**config.mk**
```make
export PLATFORM = sky130hd
export DESIGN_NAME = bst_tap
export DESIGN_NICKNAME = d
export VERILOG_FILES = /design/src/hw/bst_pkg.sv /design/src/hw/bst_tap.sv
export SDC_FILE = /design/constraint.sdc
export NUM_CORES = 1
export LEC_CHECK = 0
export ABC_AREA = 1
export BUFFER_PORTS_ARGS = -buffer_cell sky130_fd_sc_hd__buf_2
export CORE_ASPECT_RATIO = 1.4
export CORE_UTILIZATION = 50
export DETAILED_ROUTE_END_ITERATION = 8
export GPL_ROUTABILITY_DRIVEN = 0
export GPL_TIMING_DRIVEN = 0
export PLACE_DENSITY = 0.68
export SLEW_MARGIN = 20
export SYNTH_ARGS = -nofsm -noshare
export SYNTH_HDL_FRONTEND = slang
export SYNTH_SLANG_ARGS = --single-unit
```
**constraint.sdc**
```tcl
create_clock -name clock -period 2.9 [get_ports clock]
set_input_delay 0.58 -clock clock [delete_from_list [all_inputs] [get_ports clock]]
set_output_delay 0.58 -clock clock [all_outputs]
set_load 0.005 [all_outputs]
```
**src/hw/bst_pkg.sv**
```systemverilog
// shared constants and types for the boundary-scan test access port
package bst_pkg;

  // instruction register geometry and decode
  localparam int          IR_W       = 4;
  localparam logic [3:0]  OP_EXTEST  = 4'h0;
  localparam logic [3:0]  OP_SAMPLE  = 4'h1;
  localparam logic [3:0]  OP_IDCODE  = 4'h2;
  localparam logic [3:0]  OP_HIGHZ   = 4'h3;
  localparam logic [3:0]  OP_BYPASS  = 4'hf;

  // capture pattern: the two low bits must read 01
  localparam logic [3:0]  IR_CAPTURE = 4'h1;

  // reset and capture values
  localparam logic [3:0]  IR_RESET   = OP_IDCODE;
  localparam logic        BYP_CAPTURE = 1'b0;

  // identification word layout
  localparam int          ID_W       = 32;
  localparam int          ID_VER_W   = 4;
  localparam int          ID_PART_W  = 16;
  localparam int          ID_MFR_W   = 11;
  localparam int          ID_VER_LSB = 28;
  localparam int          ID_PART_LSB = 12;
  localparam int          ID_MFR_LSB = 1;
  localparam logic        ID_LSB_ONE = 1'b1;

  // consecutive high mode-select edges that force reset
  localparam logic [2:0]  TMS_RESET_EDGES = 3'h5;

  // controller states, one-hot
  typedef enum logic [15:0] {
    S_TLR   = 16'h0001,
    S_RTI   = 16'h0002,
    S_SELDR = 16'h0004,
    S_CAPDR = 16'h0008,
    S_SHDR  = 16'h0010,
    S_EX1DR = 16'h0020,
    S_PSDR  = 16'h0040,
    S_EX2DR = 16'h0080,
    S_UPDR  = 16'h0100,
    S_SELIR = 16'h0200,
    S_CAPIR = 16'h0400,
    S_SHIR  = 16'h0800,
    S_EX1IR = 16'h1000,
    S_PSIR  = 16'h2000,
    S_EX2IR = 16'h4000,
    S_UPIR  = 16'h8000
  } bst_tap_t;

  // test access pins as they arrive from the tester
  typedef struct packed {
    logic tck;
    logic tms;
    logic tdi;
    logic trst_n;
  } bst_pins_t;

endpackage

```
**src/hw/bst_tap.sv**
```systemverilog
// boundary-scan test access port: controller, instruction and data registers
//
// Summary of operation
// - state moves only on test clock rise, reset pin or power-up reset
// - five high mode-select edges force reset state
// - reset state leaves device fully functional
// - run-test-idle does nothing for these instructions
// - capture-ir loads pattern ending in 01
// - shift-ir shifts instruction one bit per rise
// - pause-ir holds instruction shift stages
// - update-ir latches instruction on falling edge only
// - capture-dr loads register chosen by instruction
// - data path states mirror instruction path
// - four-bit instruction, lsb nearest serial output
// - data registers share serial input and output
// - bypass is one stage capturing zero
// - 32-bit read-only identification shift register
// - id: version, part, manufacturer, lsb one
// - code 0 drives pins from boundary cells
// - code 2 selects identification, device undisturbed
// - identification is default after reset
// - code 1 samples or preloads boundary cells
// - code 3 floats outputs, selects bypass
// - code f selects bypass, device unaffected
// - controller reset by pin or mode-select sequence
// - test logic resets itself at power-up
`timescale 1ns/1ps

module bst_tap #(
  parameter int         N_IN    = 4,
  parameter int         N_OUT   = 4,
  // identification fields, values arbitrary
  parameter logic [3:0]  ID_VER  = 4'h1,
  parameter logic [15:0] ID_PART = 16'h0abc,
  parameter logic [10:0] ID_MFR  = 11'h2a5
) (
  // system
  input  wire logic             clock,
  input  wire logic             nrst,
  input  wire logic             ce,
  // test access pins
  input  wire logic             test_clock_alt,
  input  wire logic             mode_sel,
  input  wire logic             ser_in,
  input  wire logic             test_rst_n,
  output logic                  ser_out,
  output logic                  ser_out_oe,
  // functional core side
  input  wire logic [N_OUT-1:0] core_out,
  input  wire logic [N_OUT-1:0] core_oe,
  output logic      [N_IN-1:0]  core_in,
  // device pads
  input  wire logic [N_IN-1:0]  pin_in,
  output logic      [N_OUT-1:0] pin_out,
  output logic      [N_OUT-1:0] pin_oe
);

  // boundary chain: inputs at the serial-output end, then output data, then enables
  localparam int BS_LEN = N_IN + 2 * N_OUT;
  localparam int OD_LSB = N_IN;
  localparam int OE_LSB = N_IN + N_OUT;

  localparam logic [31:0] ID_VALUE = {ID_VER, ID_PART, ID_MFR, bst_pkg::ID_LSB_ONE};

  typedef struct packed {
    bst_pkg::bst_pins_t s1;
    bst_pkg::bst_pins_t s2;
    logic               tck_prev;
    logic [N_IN-1:0]    pin_s1;
    logic [N_IN-1:0]    pin_s2;
    bst_pkg::bst_tap_t  st;
    logic [2:0]         tms_ones;
    logic [3:0]         ir_sh;
    logic [3:0]         ir;
    logic               byp;
    logic [31:0]        id_sh;
    logic [BS_LEN-1:0]  bs_sh;
    logic [BS_LEN-1:0]  bs_up;
    logic               tdo;
    logic               tdo_oe;
    logic [N_OUT-1:0]   pout;
    logic [N_OUT-1:0]   poe;
  } bst_regs_t;

  bst_regs_t q;
  bst_regs_t d;

  function automatic bst_pkg::bst_tap_t tap_next(input bst_pkg::bst_tap_t s,
                                                 input logic m);
    unique case (s)
      bst_pkg::S_TLR:   return m ? bst_pkg::S_TLR   : bst_pkg::S_RTI;
      bst_pkg::S_RTI:   return m ? bst_pkg::S_SELDR : bst_pkg::S_RTI;
      bst_pkg::S_SELDR: return m ? bst_pkg::S_SELIR : bst_pkg::S_CAPDR;
      bst_pkg::S_CAPDR: return m ? bst_pkg::S_EX1DR : bst_pkg::S_SHDR;
      bst_pkg::S_SHDR:  return m ? bst_pkg::S_EX1DR : bst_pkg::S_SHDR;
      bst_pkg::S_EX1DR: return m ? bst_pkg::S_UPDR  : bst_pkg::S_PSDR;
      bst_pkg::S_PSDR:  return m ? bst_pkg::S_EX2DR : bst_pkg::S_PSDR;
      bst_pkg::S_EX2DR: return m ? bst_pkg::S_UPDR  : bst_pkg::S_SHDR;
      bst_pkg::S_UPDR:  return m ? bst_pkg::S_SELDR : bst_pkg::S_RTI;
      bst_pkg::S_SELIR: return m ? bst_pkg::S_TLR   : bst_pkg::S_CAPIR;
      bst_pkg::S_CAPIR: return m ? bst_pkg::S_EX1IR : bst_pkg::S_SHIR;
      bst_pkg::S_SHIR:  return m ? bst_pkg::S_EX1IR : bst_pkg::S_SHIR;
      bst_pkg::S_EX1IR: return m ? bst_pkg::S_UPIR  : bst_pkg::S_PSIR;
      bst_pkg::S_PSIR:  return m ? bst_pkg::S_EX2IR : bst_pkg::S_PSIR;
      bst_pkg::S_EX2IR: return m ? bst_pkg::S_UPIR  : bst_pkg::S_SHIR;
      bst_pkg::S_UPIR:  return m ? bst_pkg::S_SELDR : bst_pkg::S_RTI;
      // an upset code falls back to the safe state
      default:          return bst_pkg::S_TLR;
    endcase
  endfunction

  // test clock edges, found from the second sync stage only
  logic rise;
  logic fall;
  assign rise = q.s2.tck & ~q.tck_prev;
  assign fall = ~q.s2.tck & q.tck_prev;

  // register selection
  logic sel_bs;
  logic sel_id;
  logic dr_lsb;
  assign sel_bs = (q.ir == bst_pkg::OP_EXTEST) || (q.ir == bst_pkg::OP_SAMPLE);
  assign sel_id = (q.ir == bst_pkg::OP_IDCODE);
  // everything else, high-impedance and unassigned codes included, uses bypass
  assign dr_lsb = sel_bs ? q.bs_sh[0] : (sel_id ? q.id_sh[0] : q.byp);

  always_comb begin
    d = q;
    d.s1 = '{tck: test_clock_alt, tms: mode_sel, tdi: ser_in, trst_n: test_rst_n};
    d.s2 = q.s1;
    d.tck_prev = q.s2.tck;
    d.pin_s1 = pin_in;
    d.pin_s2 = q.pin_s1;

    if (rise) begin
      d.st = tap_next(q.st, q.s2.tms);
      if (!q.s2.tms) begin
        d.tms_ones = 3'h0;
      end else if (q.tms_ones != bst_pkg::TMS_RESET_EDGES) begin
        d.tms_ones = q.tms_ones + 3'h1;
      end

      // rising-edge register actions use the state being left
      unique case (q.st)
        bst_pkg::S_CAPIR: d.ir_sh = bst_pkg::IR_CAPTURE;
        bst_pkg::S_SHIR:  d.ir_sh = {q.s2.tdi, q.ir_sh[3:1]};
        bst_pkg::S_CAPDR: begin
          if (sel_bs) begin
            d.bs_sh = {core_oe, core_out, q.pin_s2};
          end else if (sel_id) begin
            d.id_sh = ID_VALUE;
          end else begin
            d.byp = bst_pkg::BYP_CAPTURE;
          end
        end
        bst_pkg::S_SHDR: begin
          if (sel_bs) begin
            d.bs_sh = {q.s2.tdi, q.bs_sh[BS_LEN-1:1]};
          end else if (sel_id) begin
            d.id_sh = {q.s2.tdi, q.id_sh[31:1]};
          end else begin
            d.byp = q.s2.tdi;
          end
        end
        // pause, exit, select and idle states leave the shift stages alone
        default: ;
      endcase
    end

    if (fall) begin
      if (q.st == bst_pkg::S_UPIR) begin
        d.ir = q.ir_sh;
      end
      if (q.st == bst_pkg::S_UPDR && sel_bs) begin
        d.bs_up = q.bs_sh;
      end
      // output only launched on the fall so the tester samples it on the next rise
      if (q.st == bst_pkg::S_SHIR) begin
        d.tdo = q.ir_sh[0];
        d.tdo_oe = 1'b1;
      end else if (q.st == bst_pkg::S_SHDR) begin
        d.tdo = dr_lsb;
        d.tdo_oe = 1'b1;
      end else begin
        d.tdo = 1'b0;
        d.tdo_oe = 1'b0;
      end
    end

    // the optional reset pin wins over any clocked move
    if (!q.s2.trst_n) begin
      d.st = bst_pkg::S_TLR;
      d.tms_ones = 3'h0;
      d.tdo = 1'b0;
      d.tdo_oe = 1'b0;
    end

    // in reset state the default instruction is reloaded on every system clock with ce high
    if (q.st == bst_pkg::S_TLR) begin
      d.ir = bst_pkg::IR_RESET;
    end

    // pad drive, registered one system clock behind the instruction
    if (q.ir == bst_pkg::OP_EXTEST && q.st != bst_pkg::S_TLR) begin
      d.pout = q.bs_up[OD_LSB +: N_OUT];
      d.poe = q.bs_up[OE_LSB +: N_OUT];
    end else if (q.ir == bst_pkg::OP_HIGHZ && q.st != bst_pkg::S_TLR) begin
      d.pout = core_out;
      d.poe = '0;
    end else begin
      d.pout = core_out;
      d.poe = core_oe;
    end
  end

  // power-up reset puts the controller straight into reset state
  always_ff @(posedge clock) begin
    if (!nrst) begin
      q <= '0;
      q.s1.trst_n <= 1'b1;
      q.s2.trst_n <= 1'b1;
      q.st <= bst_pkg::S_TLR;
      q.ir <= bst_pkg::IR_RESET;
    end else if (ce) begin
      q <= d;
    end
  end

  assign ser_out = q.tdo;
  assign ser_out_oe = q.tdo_oe;
  assign core_in = q.pin_s2;
  assign pin_out = q.pout;
  assign pin_oe = q.poe;
endmodule
```
After elaboration in Yosys (flattened, before gate mapping). Cells that the tools add are included. W data, S select, Z words.

Add/subtract/negate cells: 1. Equality and inequality tests: 32. Muxes and demuxes: 38. Bitwise operators: 4. Reduce and logical (&&, ||, !) cells: 21.

Operator list (number): $pmux W16 S12 (1); $pmux W45 S2 (1); $mux W33 (2); $mux W32 (2); $mux W16 (2); $mux W12 (2); $mux W23 (1); $mux W19 (1); $mux W9 (2); $eq A16 B1 Y1 const B (1); $eq A16 B10 Y1 const B (1); $eq A16 B11 Y1 const B (1); $eq A16 B12 Y1 const B (1); $eq A16 B13 Y1 const B (1); $eq A16 B14 Y1 const B (1); $eq A16 B15 Y1 const B (1); $eq A16 B16 Y1 const B (1); $eq A16 B2 Y1 const B (1); $eq A16 B3 Y1 const B (1); $eq A16 B4 Y1 const B (1); $eq A16 B5 Y1 const B (1); $eq A16 B6 Y1 const B (1); $eq A16 B7 Y1 const B (1); $eq A16 B8 Y1 const B (1); 32 further kinds (67).

Register bits: 111. Input bits: 19.

Depth between registers and ports, before layout. Gate-level depths: netlist of run 1.

Word-level depth: 7. Depth in mapped cells: 12.

Worst setup path before layout of run 1. Ideal clock, no wire load.

Path type: register -> register. Start point: register q[86] (netlist name). End point: register q[57] (netlist name). Arrival time: 1.460 ns. Setup slack: 1.324 ns. Stages on the path, launching flop included: 13. Buffers on the path: 3. Period minus slack after synthesis: 1.576 ns. Cells stage by stage: dfxtp_1 -> nor2_2 -> nand2_2 -> nor2_4 -> buf_6 -> nand2_4 -> nand2_4 -> nand3_4 -> clkinv_2 -> buf_8 -> buf_8 -> nand2_2 -> o211a_1.

Longest elaborated chain between the ends: 3. Elaborated cells between the ends (all ways): 9.

RTL lines: from (decl) (RTL line bst_tap.sv:85) `bst_regs_t q;`; $eq A16 B4 Y1 or $eq A16 B5 Y1 (tied branches) (RTL line bst_tap.sv:144) `unique case (q.st)`; $ne A2 B2 Y1 (no source line) or $reduce_bool A2 Y1 (tied branches); $reduce_and A7 Y1 (no source line).

Parallel ways exist; a longest one is shown, timed or not. A chain may end at the register's enable or synchronous reset.

Worst setup path after layout of run 1.
Start point: register q[92] (netlist name). End point: register q[32] (netlist name).

Longest elaborated chain between the ends: 3. Elaborated cells between the ends (all ways): 7.

RTL lines (RTL line): $eq A16 B4 Y1 or $eq A16 B5 Y1 (tied branches) (bst_tap.sv:144); $ne A2 B2 Y1 (no source line) or $reduce_bool A2 Y1 (tied branches); $reduce_and A5 Y1 (no source line).

Parallel ways exist; a longest one is shown, timed or not.

==> results of run 1 <==
## cell type report
class / count / area, um2
clock buffers: 13 / 270
well taps: 107 / 134
fillers: 874 / 3790
clock inverters: 2 / 37.5
repair buffers: 31 / 155
flip-flops and latches: 104 / 2080
plain buffers: 47 / 297
inverters: 68 / 256
multi-input cells: 413 / 2160
## metal layers
metal	GRT usage [%]	vias up	share of wire (%)
met4	10.2	0	2.3
li1	-	2166	-
met2	43.3	69	51
met3	3.16	17	3.1
met5	0	-	0
met1	27.0	1993	44
## worst register-to-register path: stages (launching register included)
cell and delay, ps:
dfxtp_1 350, nor2_2 160, nand2_2 100, nor2_4 160, buf_6 160, nand2_4 60, nand2_4 100, nand3_1 190
clkbuf_1 260, o21ai_0 220, a21oi_1 60
## cells by family (layout without fill, tap and decap cells)
family                 count (synthesis)  in the layout  synth area share (%)
AOI/OAI and AO/OA                    181            181                  22.1
and+or+nand+nor                      232            232                  23.0
buffers and inverters                115            161                  11.5
DFF                                  104            104                  43.4
## final timing paths
| path | from | endpoint | cells after the start |
|---|---|---|---|
| max | q[92] | q[32] | 10 |
| min | q[24] | q[24] | 2 |
| max reg2reg | q[92] | q[32] | 10 |
| min reg2reg | q[24] | q[24] | 2 |
## through the flow
| stage | cells | instance area, um2 | utilization, % | setup WS, ps |
|---|---|---|---|---|
| detailed placement | 770 | 5080 | 55.4 | 915 |
| floorplan | 632 | 4800 | - | 1320 |
| finish | 785 | 5390 | 58.7 | 979 |
| global placement | 770 | 5080 | 55.4 | 930 |
| global route | 785 | 5390 | 58.7 | 811 |
| CTS | 785 | 5390 | 58.7 | 958 |
## power by group
part / leakage (nW) / internal [W] / switching (W) / total [W]
Clock: 0.148 / 0.000736 / 0.000523 / 0.00126
Combinational: 1.37 / 0.0000709 / 0.000125 / 0.000196
Sequential: 0.843 / 0.00145 / 0.0000167 / 0.00147
Total: 2.36 / 0.00226 / 0.000665 / 0.00293
## registers in the layout (all words and copies together) (netlist names)
register	cells
core_in	4
d	9
pin_oe	4
pin_out	4
q	81
ser_out	1
ser_out_oe	1
## Yosys cell counts (all sizes together)
cell    number  area share, %
inv         66            5.2
nand3       41            4.7
nor2        70            6.8
nand2      107            9.0
clkinv       2           0.18
and3         1           0.13
buf         27            4.6
nand4        6           0.91
a21oi       76            7.9
o211a       19            4.0
o31ai        1           0.16
o21a         1           0.16
clkbuf      20            1.6
a211oi      14            2.5
a31oi        2           0.26
and2         1           0.13
o21ai       68            7.1
dfxtp      104             43
nor3         6            1.3
==> impl_metrics.yaml, run 1 <==
die:
  ios: 33
  die_w_um: 84.8
  dieArea_um2: 9990
  chipHeight_um: 118
  rows: 41
  coreArea_um2: 9180
  initial_utilization_pct: 52.2
sta:
  max_slew_margin_pct: 59.8
  whs_ps: 455
  min_period_ps: 1920
  setup_tns_ps: 0
  worst_pin_slew_ps: 602
  rsz0062_at_grt: "no"
  slew_viol_final: 0
  finalHoldViolations: 0
  fmax_mhz: 521
  skew_ps: 9.23
  finalSetupViolCount: 0
  finalCritPeriodShare_pct: 66.2
route:
  firstDrtPassIters: 8
  wl_per_cell_um: 14.2
  route.detailed.vias_per_inst: 5.41
  drc: 1
  drtIter0Drc: 240
  vias: 4245
  ant_nets: 0
  routed_wl_um: 11100
cells_and_area:
  final_nets: 693
  syn2layout_area_growth_pct: 12.4
  final_common_cell: "dfxtp_1"
  drive_gt1_share_pct: 15.6
  final_cell_mix: "dfxtp_1, nand2_1, a21oi_1, inv_1, o21ai_0"
  antenna_cells: 0
setup_path:
  startpoint_type: "flip-flop"
  worstPathArrival_ps: 2150
  crit_top_cell: "nand2_4"
  critPathRequiredTime_ps: 3130
  path_class: "flip-flop to flip-flop"
  slowest_delay_ps: 350
  crit_buf_inv: 2
  path_delay_family: "simple AND/OR/NAND/NOR gates"
  cp_slowest_cell: "dfxtp_1"
  critPathMaxFanout: 10
  cp_cell_sequence: "nor2_2, nand2_2, nor2_4, buf_6, nand2_4, nand2_4, nand3_1, clkbuf_1, o21ai_0, a21oi_1"
  r2r_setup_slack_ps: 980
  cp-end-kind: "flip-flop"
synth:
  ys_ff_latch: 104
  netlist_area_um2: 4800
  synth.avg_cell_area_um2: 7.59
  yosysWarnings: 0
  synth_cell_type_count: 37
  syn_nets: 651
  ys_seq_area_share_pct: 43.4
  syn_inst: 632
clocking:
  cts.clk_slew.worst_paths_ps: 70
  cts_tree: "built"
  clock_sinks: 104
  post_cts_resized: 0
  htreeDepth: 3
  root_buffer: "clkbuf_16"
  clockBufferDepth: 2
  clk_latency_ps: 350
  hold_buffers: 0
  cts_setup_buffers: 0
  cts_made_buffers: 9
run_status:
  violations: "DRC"
  status: "finished, violations left"
placement:
  portBuffers: 31
  dp_hpwl_um: 8260
power:
  leakagePower_nw: 2.36
  p_total_w: 0.00293
  vdd_drop_max_mv: 0.384
  power-per-cell-area_nw_per_um2: 542
min_path:
  hp-class: "flip-flop to flip-flop"
global_routing:
  grt_pass1_wl_um: 18900
  grt-ovfl-total: 0
  antenna_found_initial: 0
  grtUsageTotal_pct: 23.6
  grt_start_max_net_pins: 16
  first_global_vias: 4136
flow_run:
  drv_cap: 0
No activity file was read; power rests on OpenSTA's default activity.
==> inputs of run 2 (changes only) <==
ABC_AREA = 0   (was 1)
clock period = 1.83 ns   (was 2.9 ns; I/O delays follow)
==> impl_metrics.yaml, run 2 <==
clocking:
  clockBufferDepth: 2
  clock_sinks: 104
  root_buffer: "clkbuf_16"
  htreeDepth: 3
  cts.clk_slew.worst_paths_ps: 70
  cts_made_buffers: 9
  cts_tree: "built"
  clk_latency_ps: 350
synth:
  syn_inst: 578
  async_flop_share_pct: 0
  synthMostInstantiatedCell: "dfxtp_1"
  ys_seq_area_share_pct: 41.5
  synth.top_cells.by_count: "dfxtp_1, nor2_1, nand2_1, a21oi_1, nand3_1"
  netlist_area_um2: 5010
  synth_area_leader_cell: "dfxtp_1"
  synth.avg_cell_area_um2: 8.67
  ys_ff_latch: 104
  synth_cell_type_count: 56
  ys_top_cells_by_area: "dfxtp_1, mux2i_1, a21oi_1"
  yosys.area.top_type_share_pct: 41.5
  yosysWarnings: 0
  synth-main-ff-cell: "dfxtp_1"
  synth-edff-count: 0
  syn_nets: 597
route:
  firstDrtPassIters: 6
  drtIter0Drc: 486
  drc: 0
  routed_wl_um: 15200
  vias: 4857
  ant_nets: 0
  route.detailed.vias_per_inst: 5.97
  wl_per_cell_um: 18.7
min_path:
  hp-start: "test_rst_n"
  holdPathEnd: "d[103]"
  worstHoldPathCells: 3
  hp-class: "input port to flip-flop"
power:
  p_total_w: 0.00476
  power-per-cell-area_nw_per_um2: 699
  power.internal_w: 0.00364
  vdd_drop_max_mv: 0.497
  pwr-share-seq_pct: 48.5
  leakagePower_nw: 2.65
  swShare_pct: 23.7
  clock_power_share_pct: 44.6
  power.switching_w: 0.00113
  combPwrFrac_pct: 6.9
global_routing:
  first_global_vias: 4598
  antenna_found_initial: 0
  grt_pass1_wl_um: 22500
  grt_start_max_net_pins: 19
  grtUsageTotal_pct: 28.1
  grt-ovfl-total: 0
sta:
  skew_ps: 9.53
  fmax_mhz: 508
  slew_viol_final: 0
  worst_pin_slew_ps: 733
  finalHoldViolations: 0
  rsz0062_at_grt: "yes"
  finalSetupViolCount: 68
  finalCritPeriodShare_pct: 108
  min_period_ps: 1970
  setup_ws_ps: -138
  max_slew_margin_pct: 51.1
die:
  dieArea_um2: 10400
  chipHeight_um: 120
  coreArea_um2: 9620
  die_w_um: 86.6
  rows: 42
  ios: 33
  initial_utilization_pct: 52.1
cells_and_area:
  fin_area_um2: 6820
  final_nets: 696
  largest_reg_flops: 81
  nFillCells: 717
  final_common_cell: "dfxtp_1"
  seq_area_um2: 2110
  antenna_cells: 0
  drive_gt1_share_pct: 38.3
  multi_input_area_um2: 3020
  final_cell_mix: "dfxtp_1, buf_4, nor2_1, nand2_1, a21oi_1"
  top_register: "q"
  syn2layout_area_growth_pct: 36.0
setup_path:
  worstPathArrival_ps: 2180
  regToRegEndpoint: "q[50]"
  r2r_setup_slack_ps: -140
  startpoint_type: "flip-flop"
  r2r_cells: 7
  cp-end-kind: "flip-flop"
  r2r-start: "q[92]"
  critPathRequiredTime_ps: 2040
  critPathMaxFanout: 10
  path_class: "flip-flop to flip-flop"
placement:
  dpl-instance-area_um2: 5440
  portBuffers: 32
  dp_hpwl_um: 8980
run_status:
  status: "finished, violations left"
  violations: "setup timing"
flow_run:
  drv_cap: 0
==> run 2: changes by cell type in the layout (fill, tap and decap cells not counted), moves of 28 or more <==
cell     delta
mux2i_1    +28
a21oi_1    -31
o21ai_0    -51
nand2_1    -53
buf_4      +39
inv_1      -61
==> run 2: final cells by class <==
type,count,area share (%)
repair buffers,96,10.8
flip-flops and latches,104,31.0
clock inverters,6,1.50
clock buffers,9,3.30
multi-input cells,410,44.3
well taps,132,2.42
plain buffers,52,6.46
inverters,4,0.220
==> run 2: cells by family (layout without fill, tap and decap cells) <==
group / Yosys count / after routing / share of synthesized area, %
compound gates: 124 / 124 / 15.0
xor+xnor: 11 / 11 / 1.92
mux: 28 / 28 / 5.59
simple gates: 247 / 247 / 28.6
flops: 104 / 104 / 41.5
buf+inv: 64 / 167 / 7.29
==> run 2: through the flow <==
| step | cells | setup WS, ps | util, % | hold slack [ps] | TNS [ps] |
|---|---|---|---|---|---|
| floorplan | 578 | -36.9 | - | 427 | -369 |
| global placement | 742 | -387 | 56.5 | 435 | -20270 |
| detailed placement | 742 | -401 | 56.5 | 445 | -21820 |
| CTS | 786 | -155 | 64.6 | 248 | -4620 |
| global route | 813 | -191 | 70.9 | 261 | -9030 |
| finish | 813 | -138 | 70.9 | 244 | -4440 |
==> run 2: per-layer routing <==
| layer | global-route usage (%) | vias up | share of wire, % |
|---|---|---|---|
| li1 | - | 2250 | - |
| met1 | 33.0 | 2329 | 39 |
| met2 | 48.7 | 221 | 51 |
| met3 | 4.91 | 57 | 5.6 |
| met4 | 13.9 | 0 | 4.3 |
| met5 | 0 | - | 0 |
==> run 2: timing repair <==
| action | in CTS | in global routing |
|---|---|---|
| resized for setup | 64 | 99 |
| endpoints found under the setup margin | 85 | 86 |
| setup buffers | 26 | 30 |
| hold buffers | 0 | 0 |
| cloned | 7 | 2 |
| pin swaps | 21 | 40 |
==> run 2: worst max-delay path, cell delays in order, from the launching register on <==
cell,delay (ps)
dfxtp_4,360
nor4_4,400
and4_4,310
buf_6,130
nand4_4,200
buf_12,240
nor3_4,120
nor3_2,50
==> run 2: how the worst max path moves through the flow <==
stage	from	endpoint	slack (ps)	cells after the start
after detailed placement	q[83]	q[19]	-400	6
after CTS	q[90]	q[34]	-150	8
after global routing	q[92]	q[42]	-190	7
after floorplan	q[91]	q[42]	-40	8
final	q[92]	q[50]	-140	7
after global placement	q[83]	q[16]	-390	6
==> run 2: power by group through the flow <==
stage	sequential, W	combinational, W	clock, W
floorplan	0.00236	0.000173	0
global placement	0.00237	0.000263	0
detailed placement	0.00237	0.000267	0
CTS	0.00231	0.000301	0.00215
global route	0.00231	0.000351	0.00224
finish	0.00231	0.000329	0.00212
==> inputs of run 3 (changes only) <==
CORE_UTILIZATION = 35   (was 50)
PLACE_DENSITY = 0.59   (was 0.68)
==> impl_metrics.yaml, run 3 (synthesized netlist as in run 2, its figures left out) <==
global_routing:
  grt_start_max_net_pins: 19
  first_global_vias: 4536
  grtUsageTotal_pct: 19.6
  grt_pass1_wl_um: 22200
  grt-ovfl-total: 0
  antenna_found_initial: 0
setup_path:
  startpoint_type: "flip-flop"
  cp-end-kind: "flip-flop"
  r2r-start: "q[78]"
  cp_slowest_cell: "nor4_4"
  critPathMaxFanout: 6
  regToRegEndpoint: "q[26]"
  r2r_setup_slack_ps: -90
  path_class: "flip-flop to flip-flop"
  cp_cell_sequence: "nor3_4, buf_4, nand4_1, nor4_4, buf_2, o21ai_1, a21oi_1"
  r2r_cells: 7
  slowest_delay_ps: 400
  worstPathArrival_ps: 2190
  critPathRequiredTime_ps: 2110
cells_and_area:
  top_register: "q"
  drive_gt1_share_pct: 35.2
  antenna_cells: 0
  layout.cells.non_filler: 841
  final_nets: 670
  syn2layout_area_growth_pct: 29.4
  final_common_cell: "dfxtp_1"
  largest_reg_flops: 81
  final_cell_mix: "dfxtp_1, nor2_1, buf_4, nand2_1, a21oi_1"
sta:
  finalCritPeriodShare_pct: 105
  max_slew_margin_pct: 52.2
  finalHoldViolations: 0
  whs_ps: 254
  setup_tns_ps: -1160
  setup_ws_ps: -86.6
  fmax_mhz: 522
  worst_pin_slew_ps: 717
  rsz0062_at_grt: "yes"
  finalSetupViolCount: 30
  slew_viol_final: 0
  skew_ps: 10.4
  min_period_ps: 1920
placement:
  dp_hpwl_um: 9840
  preCtsSetupSlack_ps: -404
  portBuffers: 32
  post-place-cells: 795
clocking:
  clk_latency_ps: 350
  hold_buffers: 0
  clock_sinks: 104
  cts_tree: "built"
  cts_made_buffers: 9
  htreeDepth: 3
  clockBufferDepth: 2
  cts.clk_slew.worst_paths_ps: 70
  root_buffer: "clkbuf_16"
power:
  power-per-cell-area_nw_per_um2: 697
  vdd_drop_max_mv: 0.361
  leakagePower_nw: 2.42
die:
  chipHeight_um: 144
  die_w_um: 103
  initial_utilization_pct: 35.9
  coreArea_um2: 14000
  rows: 51
  dieArea_um2: 14800
  ios: 33
route:
  vias: 4531
  wl_per_cell_um: 17.0
  firstDrtPassIters: 5
  drtIter0Drc: 287
  route.detailed.vias_per_inst: 5.39
  drc: 0
  ant_nets: 0
  routed_wl_um: 14300
run_status:
  status: "finished, violations left"
  violations: "setup timing"
flow_run:
  drv_cap: 0
min_path:
  hp-class: "input port to flip-flop"
  holdPathEnd: "d[103]"
  hp-start: "test_rst_n"
  worstHoldPathCells: 3
-- run 3: cell count changes in the layout (fill, tap and decap cells not counted), moves of 6 or more --
| cell | change |
|---|---|
| buf_4 | -6 |
| a21boi_0 | +9 |
| buf_6 | -18 |
| a21boi_1 | -9 |
| nor3_1 | +6 |
-- run 3: layer usage --
layer | vias up | wire length, um | track usage, %
met3 | 47 | 586 | 3.36
met2 | 118 | 7490 | 34.9
met5 | - | 0 | 0
li1 | 2191 | - | -
met1 | 2175 | 5670 | 22.1
met4 | 0 | 590 | 9.56
-- run 3: worst max path at each step --
stage	startpoint	end	cells past startpoint
floorplan	q[91]	q[42]	8
detailed placement	q[79]	q[32]	8
global placement	q[91]	q[42]	8
CTS	q[90]	q[57]	9
finish	q[78]	q[26]	7
global route	q[78]	q[33]	7
-- run 3: area by class of cell --
type	count	area (um2)
Inverter	4	15.0
Tap cell	185	231
Buffer	50	419
Sequential cell	104	2110
Multi-Input combinational cell	410	2940
Clock buffer	10	239
Timing Repair Buffer	72	482
Clock inverter	6	50.0
Fill cell	1337	7480
-- run 3: stage by stage --
step / utilization (%) / cell area, um2 / total power (W)
after detailed placement: 39.4 / 5500 / 0.00264
after global routing: 46.4 / 6490 / 0.00467
after global placement: 39.4 / 5500 / 0.00264
final: 46.4 / 6490 / 0.00453
after CTS: 44.2 / 6180 / 0.00455
after floorplan: - / 5110 / 0.00253
-- run 3: critical path: cells and delay by family (launching register included) --
family	cells	cell delay, ps
compound gates	2	220
buf+inv	2	400
flops	1	360
simple gates	3	860
-- run 3: timing repair --
action	CTS	global route
resized for setup	62	66
pin swaps	15	34
cloned	1	2
endpoints found under the setup margin	83	81
setup buffers	24	13
-- run 3: power by group --
part | leakage [nW] | switching [W] | internal, W
sequential | 0.849 | 0.0000268 | 0.00229
combinational | 1.43 | 0.000187 | 0.000136
clock | 0.141 | 0.000909 | 0.000981
